$ cat config.mk
export PLATFORM = sky130hd
export DESIGN_NAME = sam_serial_adc
export DESIGN_NICKNAME = d
export VERILOG_FILES = /design/src/hw/sam_pkg.sv /design/src/hw/sam_serial_adc.sv /design/src/hw/sam_mux_decode.sv
export SDC_FILE = /design/constraint.sdc
export NUM_CORES = 1
export LEC_CHECK = 0
export BUFFER_PORTS_ARGS = -buffer_cell sky130_fd_sc_hd__buf_2
export CORE_ASPECT_RATIO = 2
export CORE_UTILIZATION = 30
export DETAILED_ROUTE_END_ITERATION = 6
export GPL_TIMING_DRIVEN = 1
export PLACE_DENSITY = 0.54
export REMOVE_ABC_BUFFERS = 1
export SKIP_CTS_REPAIR_TIMING = 1
export SLEW_MARGIN = 20
export SYNTH_ARGS = -nofsm -noshare
export SYNTH_HDL_FRONTEND = slang
export SYNTH_SLANG_ARGS = --single-unit
$ cat constraint.sdc
create_clock -name clk_sys_i -period 2 [get_ports clk_sys_i]
set_clock_uncertainty 0.1 [all_clocks]
set_input_delay 0.2 -clock clk_sys_i [delete_from_list [all_inputs] [get_ports clk_sys_i]]
set_output_delay 0.2 -clock clk_sys_i [all_outputs]
set_load 0.01 [all_outputs]
$ cat src/hw/sam_pkg.sv
/*
 * Constants shared by the serial converter interface: variant codes,
 * result width, mux assignment field layout and timing counts.
 * Assumes a single 100 MHz system clock and synchronous active-low reset.
 */
package sam_pkg;

  // ****************************************************************
  // Variants and widths
  // ****************************************************************
  localparam int VAR_ONE = 1;
  localparam int VAR_FOUR = 4;
  localparam int VAR_EIGHT = 8;
  localparam int RESULT_W = 8;
  localparam int CHAN_W = 3;

  // ****************************************************************
  // Mux assignment word layout, in arrival order after the start bit
  // ****************************************************************
  localparam int FLD_ENDED_POS = 0;
  localparam int FLD_POLARITY_POS = 1;
  localparam int FLD_SELECT_POS = 2;

  // ****************************************************************
  // Timing
  // ****************************************************************
  localparam int CLK_PERIOD_NS = 10;
  // Deselect time before a fresh conversion is armed again
  localparam int IDLE_HOLD_NS = 250;
  localparam int IDLE_HOLD_CYC = (IDLE_HOLD_NS + CLK_PERIOD_NS - 1) / CLK_PERIOD_NS;

  // ****************************************************************
  // Reset values
  // ****************************************************************
  localparam logic [7:0] RESULT_RST = 8'h00;
  localparam logic [2:0] CHAN_RST = 3'h0;

  typedef enum logic [2:0] {
    SAM_IDLE,
    SAM_ADDR,
    SAM_SAMPLE,
    SAM_CONV,
    SAM_LSB,
    SAM_DONE
  } sam_state_t;

endpackage : sam_pkg

$ cat src/hw/sam_serial_adc.sv
/*
 * Serial control and data interface of an 8-bit successive-approximation
 * converter with input multiplexer. The host supplies the serial clock as
 * clk_link_i, sampled synchronously; rising and falling edges are detected
 * on the system clock. The analog comparator is outside: this block offers
 * the trial code and reads back one compare bit.
 */
`timescale 1ns/1ps

module sam_serial_adc #(
  parameter int VARIANT = 8,
  parameter int IDLE_HOLD_CYC = sam_pkg::IDLE_HOLD_CYC
) (
  input wire logic clk_sys_i,
  input wire logic rst_n_i,
  input wire logic select_low_n_i,
  input wire logic clk_link_i,
  input wire logic serial_in_i,
  input wire logic lsb_shift_enable_n_i,
  input wire logic compare_i,
  input wire logic pos_below_neg_i,
  output logic serial_out_o,
  output logic serial_out_oe_o,
  output logic conversion_active_o,
  output logic sample_o,
  output logic [7:0] trial_code_o,
  output logic [2:0] pos_chan_o,
  output logic [2:0] neg_chan_o,
  output logic neg_shared_o,
  output logic [7:0] result_o,
  output logic result_valid_o
);

  // ****************************************************************
  // Parameter checks
  // ****************************************************************
  localparam int ADDR_BITS = (VARIANT == sam_pkg::VAR_EIGHT) ? 4 :
                             (VARIANT == sam_pkg::VAR_FOUR) ? 3 : 0;
  localparam int RW = sam_pkg::RESULT_W;
  // Field positions kept in range even when no address word exists
  localparam int ENDED_IDX = (ADDR_BITS == 0) ? 0 : ADDR_BITS - 1;
  localparam int POL_IDX = (ADDR_BITS == 0) ? 0 : ADDR_BITS - 2;

  initial
  begin
    if (VARIANT != sam_pkg::VAR_ONE && VARIANT != sam_pkg::VAR_FOUR
        && VARIANT != sam_pkg::VAR_EIGHT)
      $error("sam_serial_adc: VARIANT must be 1, 4 or 8");
    if (IDLE_HOLD_CYC < 1)
      $error("sam_serial_adc: IDLE_HOLD_CYC must be at least 1");
  end

  // ****************************************************************
  // Link clock edge detection
  // ****************************************************************
  logic link_d_reg;
  logic rise;
  logic fall;

  always_ff @(posedge clk_sys_i)
  begin
    if (!rst_n_i)
      link_d_reg <= 1'b0;
    else
      link_d_reg <= clk_link_i;
  end

  assign rise = clk_link_i & ~link_d_reg;
  assign fall = ~clk_link_i & link_d_reg;

  // ****************************************************************
  // Deselect timer
  // ****************************************************************
  logic [15:0] idle_cnt_reg;
  logic idle_clear;

  always_ff @(posedge clk_sys_i)
  begin
    if (!rst_n_i)
      idle_cnt_reg <= 16'h0000;
    else if (!select_low_n_i)
      idle_cnt_reg <= 16'h0000;
    else if (idle_cnt_reg < 16'(IDLE_HOLD_CYC))
      idle_cnt_reg <= idle_cnt_reg + 16'h0001;
  end

  // Active state is also dropped at once on deselect, so a short glitch
  // high aborts the transfer; the timer only gates the fresh start.
  assign idle_clear = select_low_n_i && (idle_cnt_reg >= 16'(IDLE_HOLD_CYC));

  // ****************************************************************
  // Sequencer
  // ****************************************************************
  sam_pkg::sam_state_t state_reg;
  logic [3:0] addr_sr_reg;
  logic [2:0] addr_cnt_reg;
  logic [3:0] bit_cnt_reg;
  logic [7:0] sar_reg;
  logic [7:0] shift_reg;
  logic armed_reg;
  logic ended_reg;
  logic polarity_reg;
  logic [1:0] select_reg;
  logic active_reg;
  logic out_reg;
  logic oe_reg;
  logic [7:0] sar_next;

  // Next trial: current bit decided by compare, next lower bit set
  always_comb
  begin
    sar_next = sar_reg;
    sar_next[RW - 1 - bit_cnt_reg[2:0]] = compare_i & ~pos_below_neg_i;
    if (bit_cnt_reg < 4'(RW - 1))
      sar_next[RW - 2 - bit_cnt_reg[2:0]] = 1'b1;
  end

  // A fresh conversion is allowed only after reset or once the idle time was met
  always_ff @(posedge clk_sys_i)
  begin
    if (!rst_n_i)
      armed_reg <= 1'b1;
    else if (idle_clear)
      armed_reg <= 1'b1;
    else if (state_reg == sam_pkg::SAM_SAMPLE)
      armed_reg <= 1'b0;
  end

  always_ff @(posedge clk_sys_i)
  begin
    if (!rst_n_i || select_low_n_i)
    begin
      state_reg <= sam_pkg::SAM_IDLE;
      addr_sr_reg <= 4'h0;
      addr_cnt_reg <= 3'h0;
      bit_cnt_reg <= 4'h0;
      sar_reg <= sam_pkg::RESULT_RST;
      shift_reg <= sam_pkg::RESULT_RST;
      active_reg <= 1'b0;
      out_reg <= 1'b0;
      oe_reg <= 1'b0;
    end
    else
    begin
      case (state_reg)
        sam_pkg::SAM_IDLE:
        begin
          if (armed_reg)
            state_reg <= sam_pkg::SAM_ADDR;
        end
        sam_pkg::SAM_ADDR:
        begin
          if (rise)
          begin
            if (addr_cnt_reg == 3'h0)
            begin
              if (serial_in_i)
              begin
                addr_cnt_reg <= 3'h1;
                if (ADDR_BITS == 0)
                  state_reg <= sam_pkg::SAM_SAMPLE;
              end
            end
            else
            begin
              addr_sr_reg <= {addr_sr_reg[2:0], serial_in_i};
              addr_cnt_reg <= addr_cnt_reg + 3'h1;
              if (addr_cnt_reg == 3'(ADDR_BITS))
                state_reg <= sam_pkg::SAM_SAMPLE;
            end
          end
        end
        sam_pkg::SAM_SAMPLE:
        begin
          // Half period: the falling edge after the last address bit
          if (fall)
          begin
            state_reg <= sam_pkg::SAM_CONV;
            active_reg <= 1'b1;
            oe_reg <= 1'b1;
            out_reg <= 1'b0;
            sar_reg <= 8'h80;
            bit_cnt_reg <= 4'h0;
          end
        end
        sam_pkg::SAM_CONV:
        begin
          if (fall)
          begin
            sar_reg <= sar_next;
            out_reg <= sar_next[RW - 1 - bit_cnt_reg[2:0]];
            bit_cnt_reg <= bit_cnt_reg + 4'h1;
            if (bit_cnt_reg == 4'(RW - 1))
            begin
              // Copy shifted down one so bit 1 leaves next; the LSB has just gone out
              shift_reg <= {1'b0, sar_next[7:1]};
              if (VARIANT == sam_pkg::VAR_ONE)
                state_reg <= sam_pkg::SAM_DONE;
              else
                state_reg <= sam_pkg::SAM_LSB;
              bit_cnt_reg <= 4'h0;
            end
          end
          if (rise && bit_cnt_reg == 4'(RW))
            active_reg <= 1'b0;
        end
        sam_pkg::SAM_LSB:
        begin
          // Conversion ended on the last falling edge; active falls next rise
          if (rise && active_reg)
            active_reg <= 1'b0;
          if (fall && (VARIANT != sam_pkg::VAR_EIGHT || !lsb_shift_enable_n_i))
          begin
            out_reg <= shift_reg[0];
            shift_reg <= {1'b0, shift_reg[7:1]};
            bit_cnt_reg <= bit_cnt_reg + 4'h1;
            if (bit_cnt_reg == 4'(RW - 2))
              state_reg <= sam_pkg::SAM_DONE;
          end
        end
        sam_pkg::SAM_DONE:
        begin
          if (rise && active_reg)
            active_reg <= 1'b0;
          if (fall && !active_reg)
            out_reg <= 1'b0;
        end
        default:
          state_reg <= sam_pkg::SAM_IDLE;
      endcase
    end
  end

  // ****************************************************************
  // Per-conversion configuration and result
  // ****************************************************************
  always_ff @(posedge clk_sys_i)
  begin
    if (!rst_n_i)
    begin
      ended_reg <= 1'b0;
      polarity_reg <= 1'b0;
      select_reg <= 2'b00;
    end
    else if (state_reg == sam_pkg::SAM_SAMPLE && fall)
    begin
      // Latched once per transaction and held, through deselect, until the next sample phase ends
      ended_reg <= (ADDR_BITS == 0) ? 1'b0 : addr_sr_reg[ENDED_IDX];
      polarity_reg <= (ADDR_BITS == 0) ? 1'b0 : addr_sr_reg[POL_IDX];
      select_reg <= (ADDR_BITS == 4) ? addr_sr_reg[1:0] : {1'b0, addr_sr_reg[0]};
    end
  end

  always_ff @(posedge clk_sys_i)
  begin
    if (!rst_n_i || select_low_n_i)
    begin
      result_o <= sam_pkg::RESULT_RST;
      result_valid_o <= 1'b0;
    end
    else if (state_reg == sam_pkg::SAM_CONV && fall && bit_cnt_reg == 4'(RW - 1))
    begin
      result_o <= sar_next;
      result_valid_o <= 1'b1;
    end
  end

  sam_mux_decode #(
    .VARIANT(VARIANT)
  ) u_decode (
    .ended_vs_pair_i(ended_reg),
    .pair_polarity_i(polarity_reg),
    .select_i(select_reg),
    .pos_chan_o(pos_chan_o),
    .neg_chan_o(neg_chan_o),
    .neg_shared_o(neg_shared_o)
  );

  assign serial_out_o = out_reg;
  assign serial_out_oe_o = oe_reg;
  assign conversion_active_o = active_reg;
  assign sample_o = (state_reg == sam_pkg::SAM_SAMPLE);
  assign trial_code_o = sar_reg;

endmodule : sam_serial_adc

$ cat src/hw/sam_mux_decode.sv
/*
 * Combinational decode of the mux assignment word into the positive and
 * negative input selections. Assumes the word was captured complete.
 */
`timescale 1ns/1ps
module sam_mux_decode #(
  parameter int VARIANT = 8
) (
  input wire logic ended_vs_pair_i,
  input wire logic pair_polarity_i,
  input wire logic [1:0] select_i,
  output logic [2:0] pos_chan_o,
  output logic [2:0] neg_chan_o,
  output logic neg_shared_o
);

  initial
  begin
    if (VARIANT != sam_pkg::VAR_ONE && VARIANT != sam_pkg::VAR_FOUR
        && VARIANT != sam_pkg::VAR_EIGHT)
      $error("sam_mux_decode: VARIANT must be 1, 4 or 8");
  end

  logic [2:0] pair_base;

  always_comb
  begin
    pair_base = sam_pkg::CHAN_RST;
    pos_chan_o = sam_pkg::CHAN_RST;
    neg_chan_o = 3'h1;
    neg_shared_o = 1'b0;
    if (VARIANT == sam_pkg::VAR_EIGHT)
      pair_base = {select_i, 1'b0};
    else if (VARIANT == sam_pkg::VAR_FOUR)
      pair_base = {1'b0, select_i[0], 1'b0};
    if (VARIANT == sam_pkg::VAR_ONE)
    begin
      // Fixed pair, fixed polarity
      pos_chan_o = 3'h0;
      neg_chan_o = 3'h1;
    end
    else if (ended_vs_pair_i)
    begin
      // Twice the select plus polarity; negative is the shared return
      pos_chan_o = pair_base | {2'b00, pair_polarity_i};
      neg_shared_o = 1'b1;
    end
    else
    begin
      pos_chan_o = pair_base | {2'b00, pair_polarity_i};
      neg_chan_o = pair_base | {2'b00, ~pair_polarity_i};
    end
  end

endmodule : sam_mux_decode

---- Word level (Yosys, flattened, before mapping) ----
Index checks and enable logic that the tools add are counted.
word-level totals
  output and inout port bits .............. 28
  bits of input ports ..................... 8
  flip-flop bits (word level) ............. 64
  logic and storage cells ................. 140
cells by class
  reduce and logical (&&, ||, !) cells .... 33
  bitwise operators ....................... 13
  eq/ne operators ......................... 22
  $add $sub $neg .......................... 5
  order comparisons ....................... 7
  muxes and demuxes ....................... 43
operator list
  operator                                                      count
  >= comparator 32 x 1 -> 1 bit (second input constant)         2
  less-than comparator 32 x 4 -> 1 bit (second input constant)  2
  two-way mux 8 bit                                             6
  two-way mux 3 bit                                             12
  one-hot mux 8 bit (2 select lines)                            2
  != test 2 bit (second input constant)                         10
  one-hot mux 3 bit (6 select lines)                            1
  adder 16 x 1 -> 16 bit (second input constant)                1
  >= comparator 16 x 5 -> 1 bit (second input constant)         1
  less-than comparator 16 x 5 -> 1 bit (second input constant)  1
  two-way mux 4 bit                                             4
  one-hot mux 4 bit (3 select lines)                            1
  AND reduction 4 bit                                           3
  two-way mux 1 bit                                             11
  logical AND 1 bit                                             10
  AND reduction 10 bit                                          1
  == test 3 bit (second input constant)                         3
  AND reduction 3 bit                                           3
  bitwise mux 8 bit                                             1
  == test 4 x 3 -> 1 bit (second input constant)                2
  OR 8 bit                                                      1
  subtractor 3 x 3 -> 4 bit (first input constant)              2
  NOT 1 bit                                                     7
  demux 1 bit (select 3 bit)                                    2
  21 further kinds                                              34

---- Logic depth before layout (Yosys ltp) ----
Gate-level depths: netlist of the first run.
  depth after elaboration ................. 12
  depth in mapped cells ................... 8
  depth with buffers taken out ............ 7

---- Hierarchy ----
From an unflattened synthesis of the first run, not the netlist that was laid out.
second synthesis, totals
  cell total of the unflattened synthesis .. 348
  area, all modules ....................... 3,066.7 um2
modules (own cells, without submodules)
  module          sequential area each (um2)  area each (um2)  times used  cells an instance
  sam_serial_adc  1,261.2                     3,017.9          1           341
  sam_mux_decode  0.0                         48.8             1           7

---- Least setup slack after synthesis of the first run ----
Ideal clock, no wire load.
  path kind ............................... flip-flop to flip-flop
  from .................................... register bit_cnt_reg[1]
  to ...................................... register shift_reg[0]
  buffers on the path ..................... 1
  data arrival time ....................... 1.823 ns
  period minus slack after synthesis ...... 2.040 ns
  setup slack ............................. -0.040 ns
  stages on the path, launching flop included .. 9
  setup time .............................. 0.117 ns
  required time ........................... 1.783 ns
  cells stage by stage .................... dfxtp_1 -> buf_2 -> inv_1 -> ha_1 -> nor2b_1 -> nor4b_1 -> o31ai_1 -> a31oi_1 -> a22o_1
between the ends
  word-level cells in the longest chain between the ends .. 11
  elaborated cells on any way between the ends .. 22
  classes of those cells .................. add/sub (2); order compare (5); eq/ne (2); mux (9); bitwise (1); reduce/logical (3)
RTL lines
  element                                                                                                             RTL line               source
  start, declared                                                                                                     sam_serial_adc.sv:97   logic [3:0] bit_cnt_reg;
  start signal, assigned                                                                                              sam_serial_adc.sv:192  bit_cnt_reg <= bit_cnt_reg + 4'h1;
  start signal, assigned                                                                                              sam_serial_adc.sv:216  bit_cnt_reg <= bit_cnt_reg + 4'h1;
  subtractor 3 x 3 -> 4 bit                                                                                           sam_serial_adc.sv:113  sar_next[RW - 1 - bit_cnt_reg[2:0]] = compare_i & ~pos_below_neg_i;
  >= comparator 32 x 1 -> 1 bit (not written as such) / less-than comparator 32 x 4 -> 1 bit (equally long branches)  sam_serial_adc.sv:113
  logical AND 1 bit (not written as such)                                                                             sam_serial_adc.sv:113
  two-way mux 1 bit (not written as such)                                                                             sam_serial_adc.sv:113
  demux 1 bit (select 3 bit)                                                                                          sam_serial_adc.sv:113
  bitwise mux 8 bit                                                                                                   sam_serial_adc.sv:113
  OR 8 bit (no line)                                                                                                  n/a
  two-way mux 8 bit                                                                                                   sam_serial_adc.sv:114  if (bit_cnt_reg < 4'(RW - 1))
  two-way mux 8 bit                                                                                                   sam_serial_adc.sv:193  if (bit_cnt_reg == 4'(RW - 1))
  two-way mux 8 bit                                                                                                   sam_serial_adc.sv:188  if (fall)
  one-hot mux 8 bit (2 select lines)                                                                                  sam_serial_adc.sv:145  case (state_reg)
  end signal, assigned                                                                                                sam_serial_adc.sv:138  shift_reg <= sam_pkg::RESULT_RST;
  end signal, assigned                                                                                                sam_serial_adc.sv:196  shift_reg <= {1'b0, sar_next[7:1]};
  end signal, assigned                                                                                                sam_serial_adc.sv:215  shift_reg <= {1'b0, shift_reg[7:1]};
  end, declared                                                                                                       sam_serial_adc.sv:99   logic [7:0] shift_reg;
Several ways; a longest one is shown, not always the timed one. The select of a mux whose other input is x is not followed.
A chain may end at the register's enable or synchronous reset.

---- Worst setup path after layout of the first run ----
  from .................................... register bit_cnt_reg[0]
  to ...................................... register shift_reg[6]
Same word-level chain as after synthesis.

==> flow_results.org, run 1 <==
** Status
- The run finished with clean final reports.

** STA
- The clock period could shrink to 2.00 ns.
- The final-report max-slew violation count is 0.
- Setup slack of the critical path after layout :: 0.00330 ns
- Setup violations remaining at the end of the flow were counted as 0.
- Slew Limit Headroom :: 66.5%
- Timing-limited maximum frequency :: 0.501 GHz
- The final critical path takes up 99.8% of the cycle.
- Count of endpoints failing hold in the final timing report :: 0
- For the pin with the worst max-slew slack, the measured transition is 0.502 ns.
- Smallest hold slack :: 0.0396 ns

** Cells and area
- The register with the most flip-flops in the layout has 16 of them.
- The area growth from synthesis to layout is 28.4%.
- The number of antenna diodes in the final layout is 0.
- Of the cells placed in the final design, the portion with a size suffix greater than 1 is 29.7%.
- Fill cells in the final layout number 1068.
- NumNets Final :: 441

** Floorplan
- Die outline area :: 11000 um2
- In this run the core area contains 52 standard-cell rows.
- IO Count :: 36
- In this run the horizontal extent of the chip is 74.7 um.
- Starting utilization of the core area :: 31.0%
- CORE AREA :: 10200 um2
- DIE HEIGHT :: 147 um

** Global route
- Initial antenna violation count :: 0
- The first global-routing pass estimated 13.6 mm of wire.
- Largest net degree at the start of global routing :: 20
- For this run the aggregate overflow at the end of global routing stands at 0.
- Overall routing resource usage :: 16.7%
- The via count of the first global-routing pass is 2757.

** Synth
- Flops & latches, synth :: 63
- Share of async-settable or async-resettable flops after synthesis :: 0%
- In this run, synthesis inferred 0 flip-flops with an integrated enable.
- After synthesis, the netlist uses 65 different library cells.
- After synthesis, the largest area contributor takes up 39.8% of total cell area.
- Syn_area_per_cell :: 8.80 um2
- The cell area that synthesis handed to floorplanning was 3170 um2.
- Top cell type by total area after synthesis :: dfxtp_1
- Among all flip-flop cells after synthesis, the most frequent one is dfxtp_1.
- Sequential elements use 39.8% of the synthesized area.
- Count of yosys warnings during synthesis :: 0
- Area contributors post-synth :: dfxtp_1 (40%), nor2_1 (5.1%), ha_1 (4.3%)
- Synthesis handed over a netlist of 360 instances.

** CTS
- Clock-pin slew was measured on the worst setup and hold paths at 0.06 ns.
- At the later pin of the worst-skew pair, clock insertion delay measures 0.34 ns.
- Max H-tree Level :: 3
- The clock net in this run drives a total of 63 sinks.
- Clock tree synthesis inserted a total of 9 buffers.
- Maximum buffer depth of the clock tree :: 2
- Cell at the root of the clock tree :: clkbuf_16
- CTS tree :: built

** Critical path
- On the worst path, the slowest cell contributes a delay of 0.36 ns.
- Of all nets on the critical path, the largest fanout is 12.
- Worst reg-to-reg path cell count :: 7
- Required time worst endpoint :: 2.13 ns
- Critical path type :: flop to flop
- On the critical path, the stage with the largest delay is an instance of dfxtp_4.
- The signal on the critical path passes through buf_4 > nor2_2 > mux2_2 > a311oi_2 > a21oi_2 > buf_4 > a32o_1.
- STA classifies the critical path startpoint as a flop.
- Critical Path Most Common Cell :: buf_4
- The worst setup path is captured at a flop.
- Data arrives at the worst endpoint at 2.13 ns.

** Placed design
- Worst slack, placed :: -0.121 ns
- DP HPWL :: 6.41 mm
- At the end of routability-driven placement, the weighted congestion stood at 0.912.
- The count of buffers added on input and output ports is 35.

** Flow run
- Max cap viols :: 0

** Min path
- Counting instances, the worst hold path has a depth of 3.
- Worst hold-check path type :: primary input to flop

** Routing
- Via total after detailed routing :: 2872
- After detailed routing, the average wire length per cell comes to 15.3 um.
- Starting DRC count in detailed routing :: 119
- Remaining DRCs :: 0
- Dividing the detail-routed via count by the number of cells gives 5.11.
- Total iterations of the first detailed-routing run :: 4
- Total length of routed wires :: 8.58 mm
- Post-DRT Antenna Nets :: 0

** Power and ir drop
- For this design the ratio of total power to cell area is 746 nW/um2.
- IR analysis of the VDD net gives a maximum drop of 540 uV.
- Static Leakage :: 0.00171 uW
- PnR Total Power :: 3040 uW
==> synth_stat cells, types with 2 or more instances <==
library cell  number
o21ai_0           12
and3b_1            2
a211oi_1           7
o21a_1             3
o221ai_1           2
mux2_2             2
a21oi_1           24
inv_1             12
a31oi_1            6
or3_1              3
nand2_1           23
buf_4              4
buf_6              2
nor4b_1            2
a22oi_1            3
ha_1              11
clkbuf_1           5
nor4_1             3
dfxtp_1           63
nor3b_2            3
nand4b_1           3
and2_1             2
mux2i_1            5
nand3b_1           7
xnor2_1            2
nand3_1           13
a21boi_0           4
nand2b_1          10
a32o_1             3
buf_2              9
a221oi_1           3
nor2_1            43
nor3b_1            3
nor2b_1           10
nor3_1             2
a22o_1             6
and3_1            12
a2bb2oi_1          4
==> metrics by stage <==
step	setup TNS, ns	cell area, um2	cells	utilization [%]
after floorplan	-0.588	3040	338	-
final	0	4070	562	39.8
after global placement	-0.308	3670	544	35.9
after global routing	-0.0767	4070	562	39.8
after detailed placement	-0.531	3670	544	35.9
after CTS	-0.796	3970	560	38.8
==> cell families after synthesis <==
kind of cell,count (synthesis),synth area share [%]
AND/OR/NAND/NOR,149,26.3
AO/OA/AOI/OAI,93,21.2
flip-flops,63,39.8
buffers and inverters,35,5.49
adder cells (fa/ha/maj),11,4.34
multiplexers,7,2.29
XOR/XNOR,2,0.553
==> cell type report <==
cell class	instances	area [um2]	share of cell area, %
Timing Repair Buffer	73	473	11.6
Sequential cell	63	1270	31.2
Clock buffer	9	225	5.54
Inverter	13	48.8	1.20
Clock inverter	7	72.6	1.78
Multi-Input combinational cell	262	1810	44.5
Tap cell	135	169	4.15
==> layout by cell type, fill, tap and decap left out, drive strengths merged, types with 3 or more instances in the layout <==
cell type	netlist	layout
nand2	24	24
o21a	4	4
a31oi	6	6
a211oi	9	9
a21boi	4	4
a22o	6	6
nor2	44	44
nor3b	6	6
nand2b	10	10
clkinv	0	3
buf	16	73
nor4	3	3
o21ai	13	13
a221oi	3	3
mux2i	5	5
nor2b	11	11
a21oi	24	24
nand3	14	14
inv	13	14
and3	12	12
nand4b	3	3
nand3b	7	7
dfxtp	63	63
a32o	3	3
a22oi	3	3
a2bb2oi	5	5
ha	11	11
clkbuf	6	9
or3	3	3
==> critical path, delay by kind of cell (launching register included) <==
family                 cells  cell delay [ns]
AND/OR/NAND/NOR            1             0.14
AO/OA/AOI/OAI              3             0.59
flip-flops                 1             0.36
buffers and inverters      2             0.33
multiplexers               1             0.35
==> worst paths after layout <==
check / from / endpoint / slack (ns)
worst max-delay path: bit_cnt_reg[0] / shift_reg[6] / 0.003
worst min-delay path: serial_in_i / addr_sr_reg[0] / 0.04
worst max register to register: bit_cnt_reg[0] / shift_reg[6] / 0.003
worst min register to register: result_valid_o / result_valid_o / 0.36
==> where the power goes <==
| group | switching, uW | internal [uW] |
|---|---|---|
| Sequential | 14.5 | 1260 |
| Clock | 605 | 965 |
| Combinational | 112 | 77.1 |
==> layer usage <==
layer / vias to the layer above / share of wire, % / track usage [%]
met1: 1353 / 38 / 16.8
li1: 1416 / - / -
met2: 73 / 53 / 28.5
met5: - / 0 / 0
met4: 0 / 5.3 / 13.3
met3: 30 / 3.1 / 3.29
(Power assumes the default switching activity.)
==> inputs of run 2 (changes only) <==
- CELL_PAD_IN_SITES_DETAIL_PLACEMENT: default -> 1
- CELL_PAD_IN_SITES_GLOBAL_PLACEMENT: default -> 2
- PLACE_DENSITY: 0.54 -> 0.77
- SETUP_SLACK_MARGIN: default -> 0.1
==> flow_results.org, run 2 (synthesized netlist as in run 1, its figures left out) <==
** Routing
- In the final routed layout, each cell accounts on average for 16.9 um.
- Remaining DRCs :: 0
- The final layout contains routed wiring with a total length of 9.57 mm.
- Vias per inst :: 5.13
- Post-DRT Antenna Nets :: 0
- Starting DRC count in detailed routing :: 85
- Via total after detailed routing :: 2913
- The first TritonRoute pass finished after 4 iterations.

** CTS
- CTS tree :: built
- Maximum buffer depth of the clock tree :: 2
- At the later pin of the worst-skew pair, clock insertion delay measures 0.34 ns.
- Cell at the root of the clock tree :: clkbuf_16
- Clock tree synthesis inserted a total of 9 buffers.
- Sinks on Clock Net :: 63
- The H-tree was split into 3 levels.
- Clock-pin slew was measured on the worst setup and hold paths at 0.06 ns.

** Global route
- Global-route wire length before repair :: 14.5 mm
- Met1 GRT Util :: 15.3%
- Largest net degree at the start of global routing :: 21
- Global routing used 35.0% of the available met2 tracks.
- met2 is the most crowded layer.
- The via count of the first global-routing pass was 3076.
- For met3 alone, demand over resource in global routing was 3.29%.
- Overall routing resource usage :: 17.4%
- The total overflow left after global routing is 0.
- Initial antenna violation count :: 0

** STA
- Setup violations remaining at the end of the flow were counted as 0.
- The final count of hold timing violations was 0.
- Tightest Pin Transition :: 0.562 ns
- For the finished layout, the period the worst path requires is 1.94 ns.
- The worst pin sits at a relative slew slack of 62.5%.
- The final-report max-slew violation count is 0.
- Unrepaired setup endpoints after global routing :: yes
- Dividing the final minimum period by the clock period gives 97.0%.
- Smallest hold slack :: 0.0530 ns
- Timing would allow up to 0.516 GHz.

** Critical path
- Arrival time at the worst endpoint :: 2.12 ns
- STA classifies the critical path startpoint as a flop.
- The number of cells on the worst reg-to-reg path is 8.
- STA puts the critical path data required time at 2.18 ns.
- Element type at the critical path end :: flop
- The worst register-to-register path begins at bit_cnt_reg[1].
- Peak fanout along the critical path :: 5
- The endpoint identified for the worst register-to-register timing path is shift_reg[3].
- The critical path is of the flop to flop type.
- Slack of the worst reg-to-reg path :: 0.06 ns
- The most critical setup path has its endpoint at shift_reg[3].
- Launching instance or port of the critical path :: bit_cnt_reg[1]

** Power and ir drop
- Switching power :: 705 uW
- PnR Total Power :: 3430 uW
- Of the total power, combinational logic draws 5.7%.
- Clock network power share :: 57.0%
- Static Leakage :: 0.00181 uW
- Power density over the cells :: 795 nW/um2
- Internal power comes to 2720 uW.
- Fraction of power spent switching nets :: 20.6%
- Of the total power, registers draw 37.3%.
- Across the VDD grid, the largest voltage drop is 639 uV.

** Floorplan
- IO Count :: 36
- In this run the vertical extent of the chip is 147 um.
- In this run the core area contains 52 standard-cell rows.
- Measured along the x axis, the die boundary spans 74.7 um.
- The die covers 11000 um2.
- The core region is 10200 um2.
- For this configuration, the core starts out at a cell density of 31.0%.

** Cells and area
- Layout cells sized above 1 :: 33.3%
- Utilization after layout :: 42.2%
- Most used cells in the layout excluding fill and tap cells :: dfxtp_1 (57), nor2_1 (42), buf_4 (39)
- 0 antenna diodes ended up in the layout.
- Most frequent standard cell in the layout excluding fill and tap cells :: dfxtp_1
- For this run, the post-layout net count is 447.
- Relative to the synthesized area, the layout overhead comes to 36.1%.
- The register with the most flip-flops in the layout has 16 of them.
- Finished Cell Area :: 4310 um2

** Placed design
- The HPWL after detailed placement is 7.06 mm.
- The congestion estimate from routability-driven global placement came to 0.846.
- Placed cell areas :: 3680 um2
- Port bufs :: 35

** Min path
- The path class of the tightest hold or removal check is primary input to flop.

** Flow run
- Across the run, the number of max-cap violations was 0.

** Status
- Run status :: finished clean
==> run 2: per-stage QoR <==
step	setup TNS [ns]	worst slack, ns	std cells
final	0	0.0603	568
after global routing	0	0.00934	568
after CTS	-0.769	-0.112	561
after detailed placement	-0.418	-0.0963	545
after global placement	-0.0176	-0.0176	545
after floorplan	-0.588	-0.178	338
==> run 2: layout make-up <==
class / instances / area, um2
fillers: 1188 / 5900
multi-input cells: 262 / 1910
flip-flops and latches: 63 / 1280
repair buffers: 79 / 537
clock buffers: 11 / 243
well taps: 135 / 169
clock inverters: 5 / 129
inverters: 13 / 48.8
==> run 2: worst min-delay path by stage <==
stage / end / cells past startpoint / slack, ns / startpoint
after floorplan: armed_reg / 1 / 0.17 / rst_n_i
after global placement: shift_reg[6] / 1 / 0.35 / shift_reg[6]
after detailed placement: addr_sr_reg[3] / 2 / 0.36 / addr_sr_reg[3]
after CTS: addr_sr_reg[0] / 3 / 0.05 / serial_in_i
after global routing: addr_sr_reg[0] / 3 / 0.09 / serial_in_i
final: addr_sr_reg[0] / 3 / 0.05 / serial_in_i
==> run 2: layer usage <==
layer | wire length [um] | vias up
li1 | - | 1423
met1 | 3500 | 1407
met2 | 5470 | 59
met3 | 246 | 24
met4 | 357 | 0
met5 | 0 | -
==> run 2: power by group through the flow <==
| stage | combinational, uW | sequential (uW) | clock [uW] |
|---|---|---|---|
| final | 196 | 1280 | 1950 |
| after global routing | 215 | 1280 | 2030 |
| after CTS | 185 | 1280 | 1990 |
| after detailed placement | 183 | 1310 | 0 |
| after global placement | 180 | 1310 | 0 |
| after floorplan | 110 | 1300 | 0 |
==> run 2: critical path: stages, from the launching register on <==
cell and delay [ns]:
dfxtp_4 0.36, buf_8 0.13, ha_4 0.17, or2_2 0.32
a21oi_4 0.23, a221oi_2 0.10, buf_4 0.16, a21oi_1 0.15
a22o_1 0.15
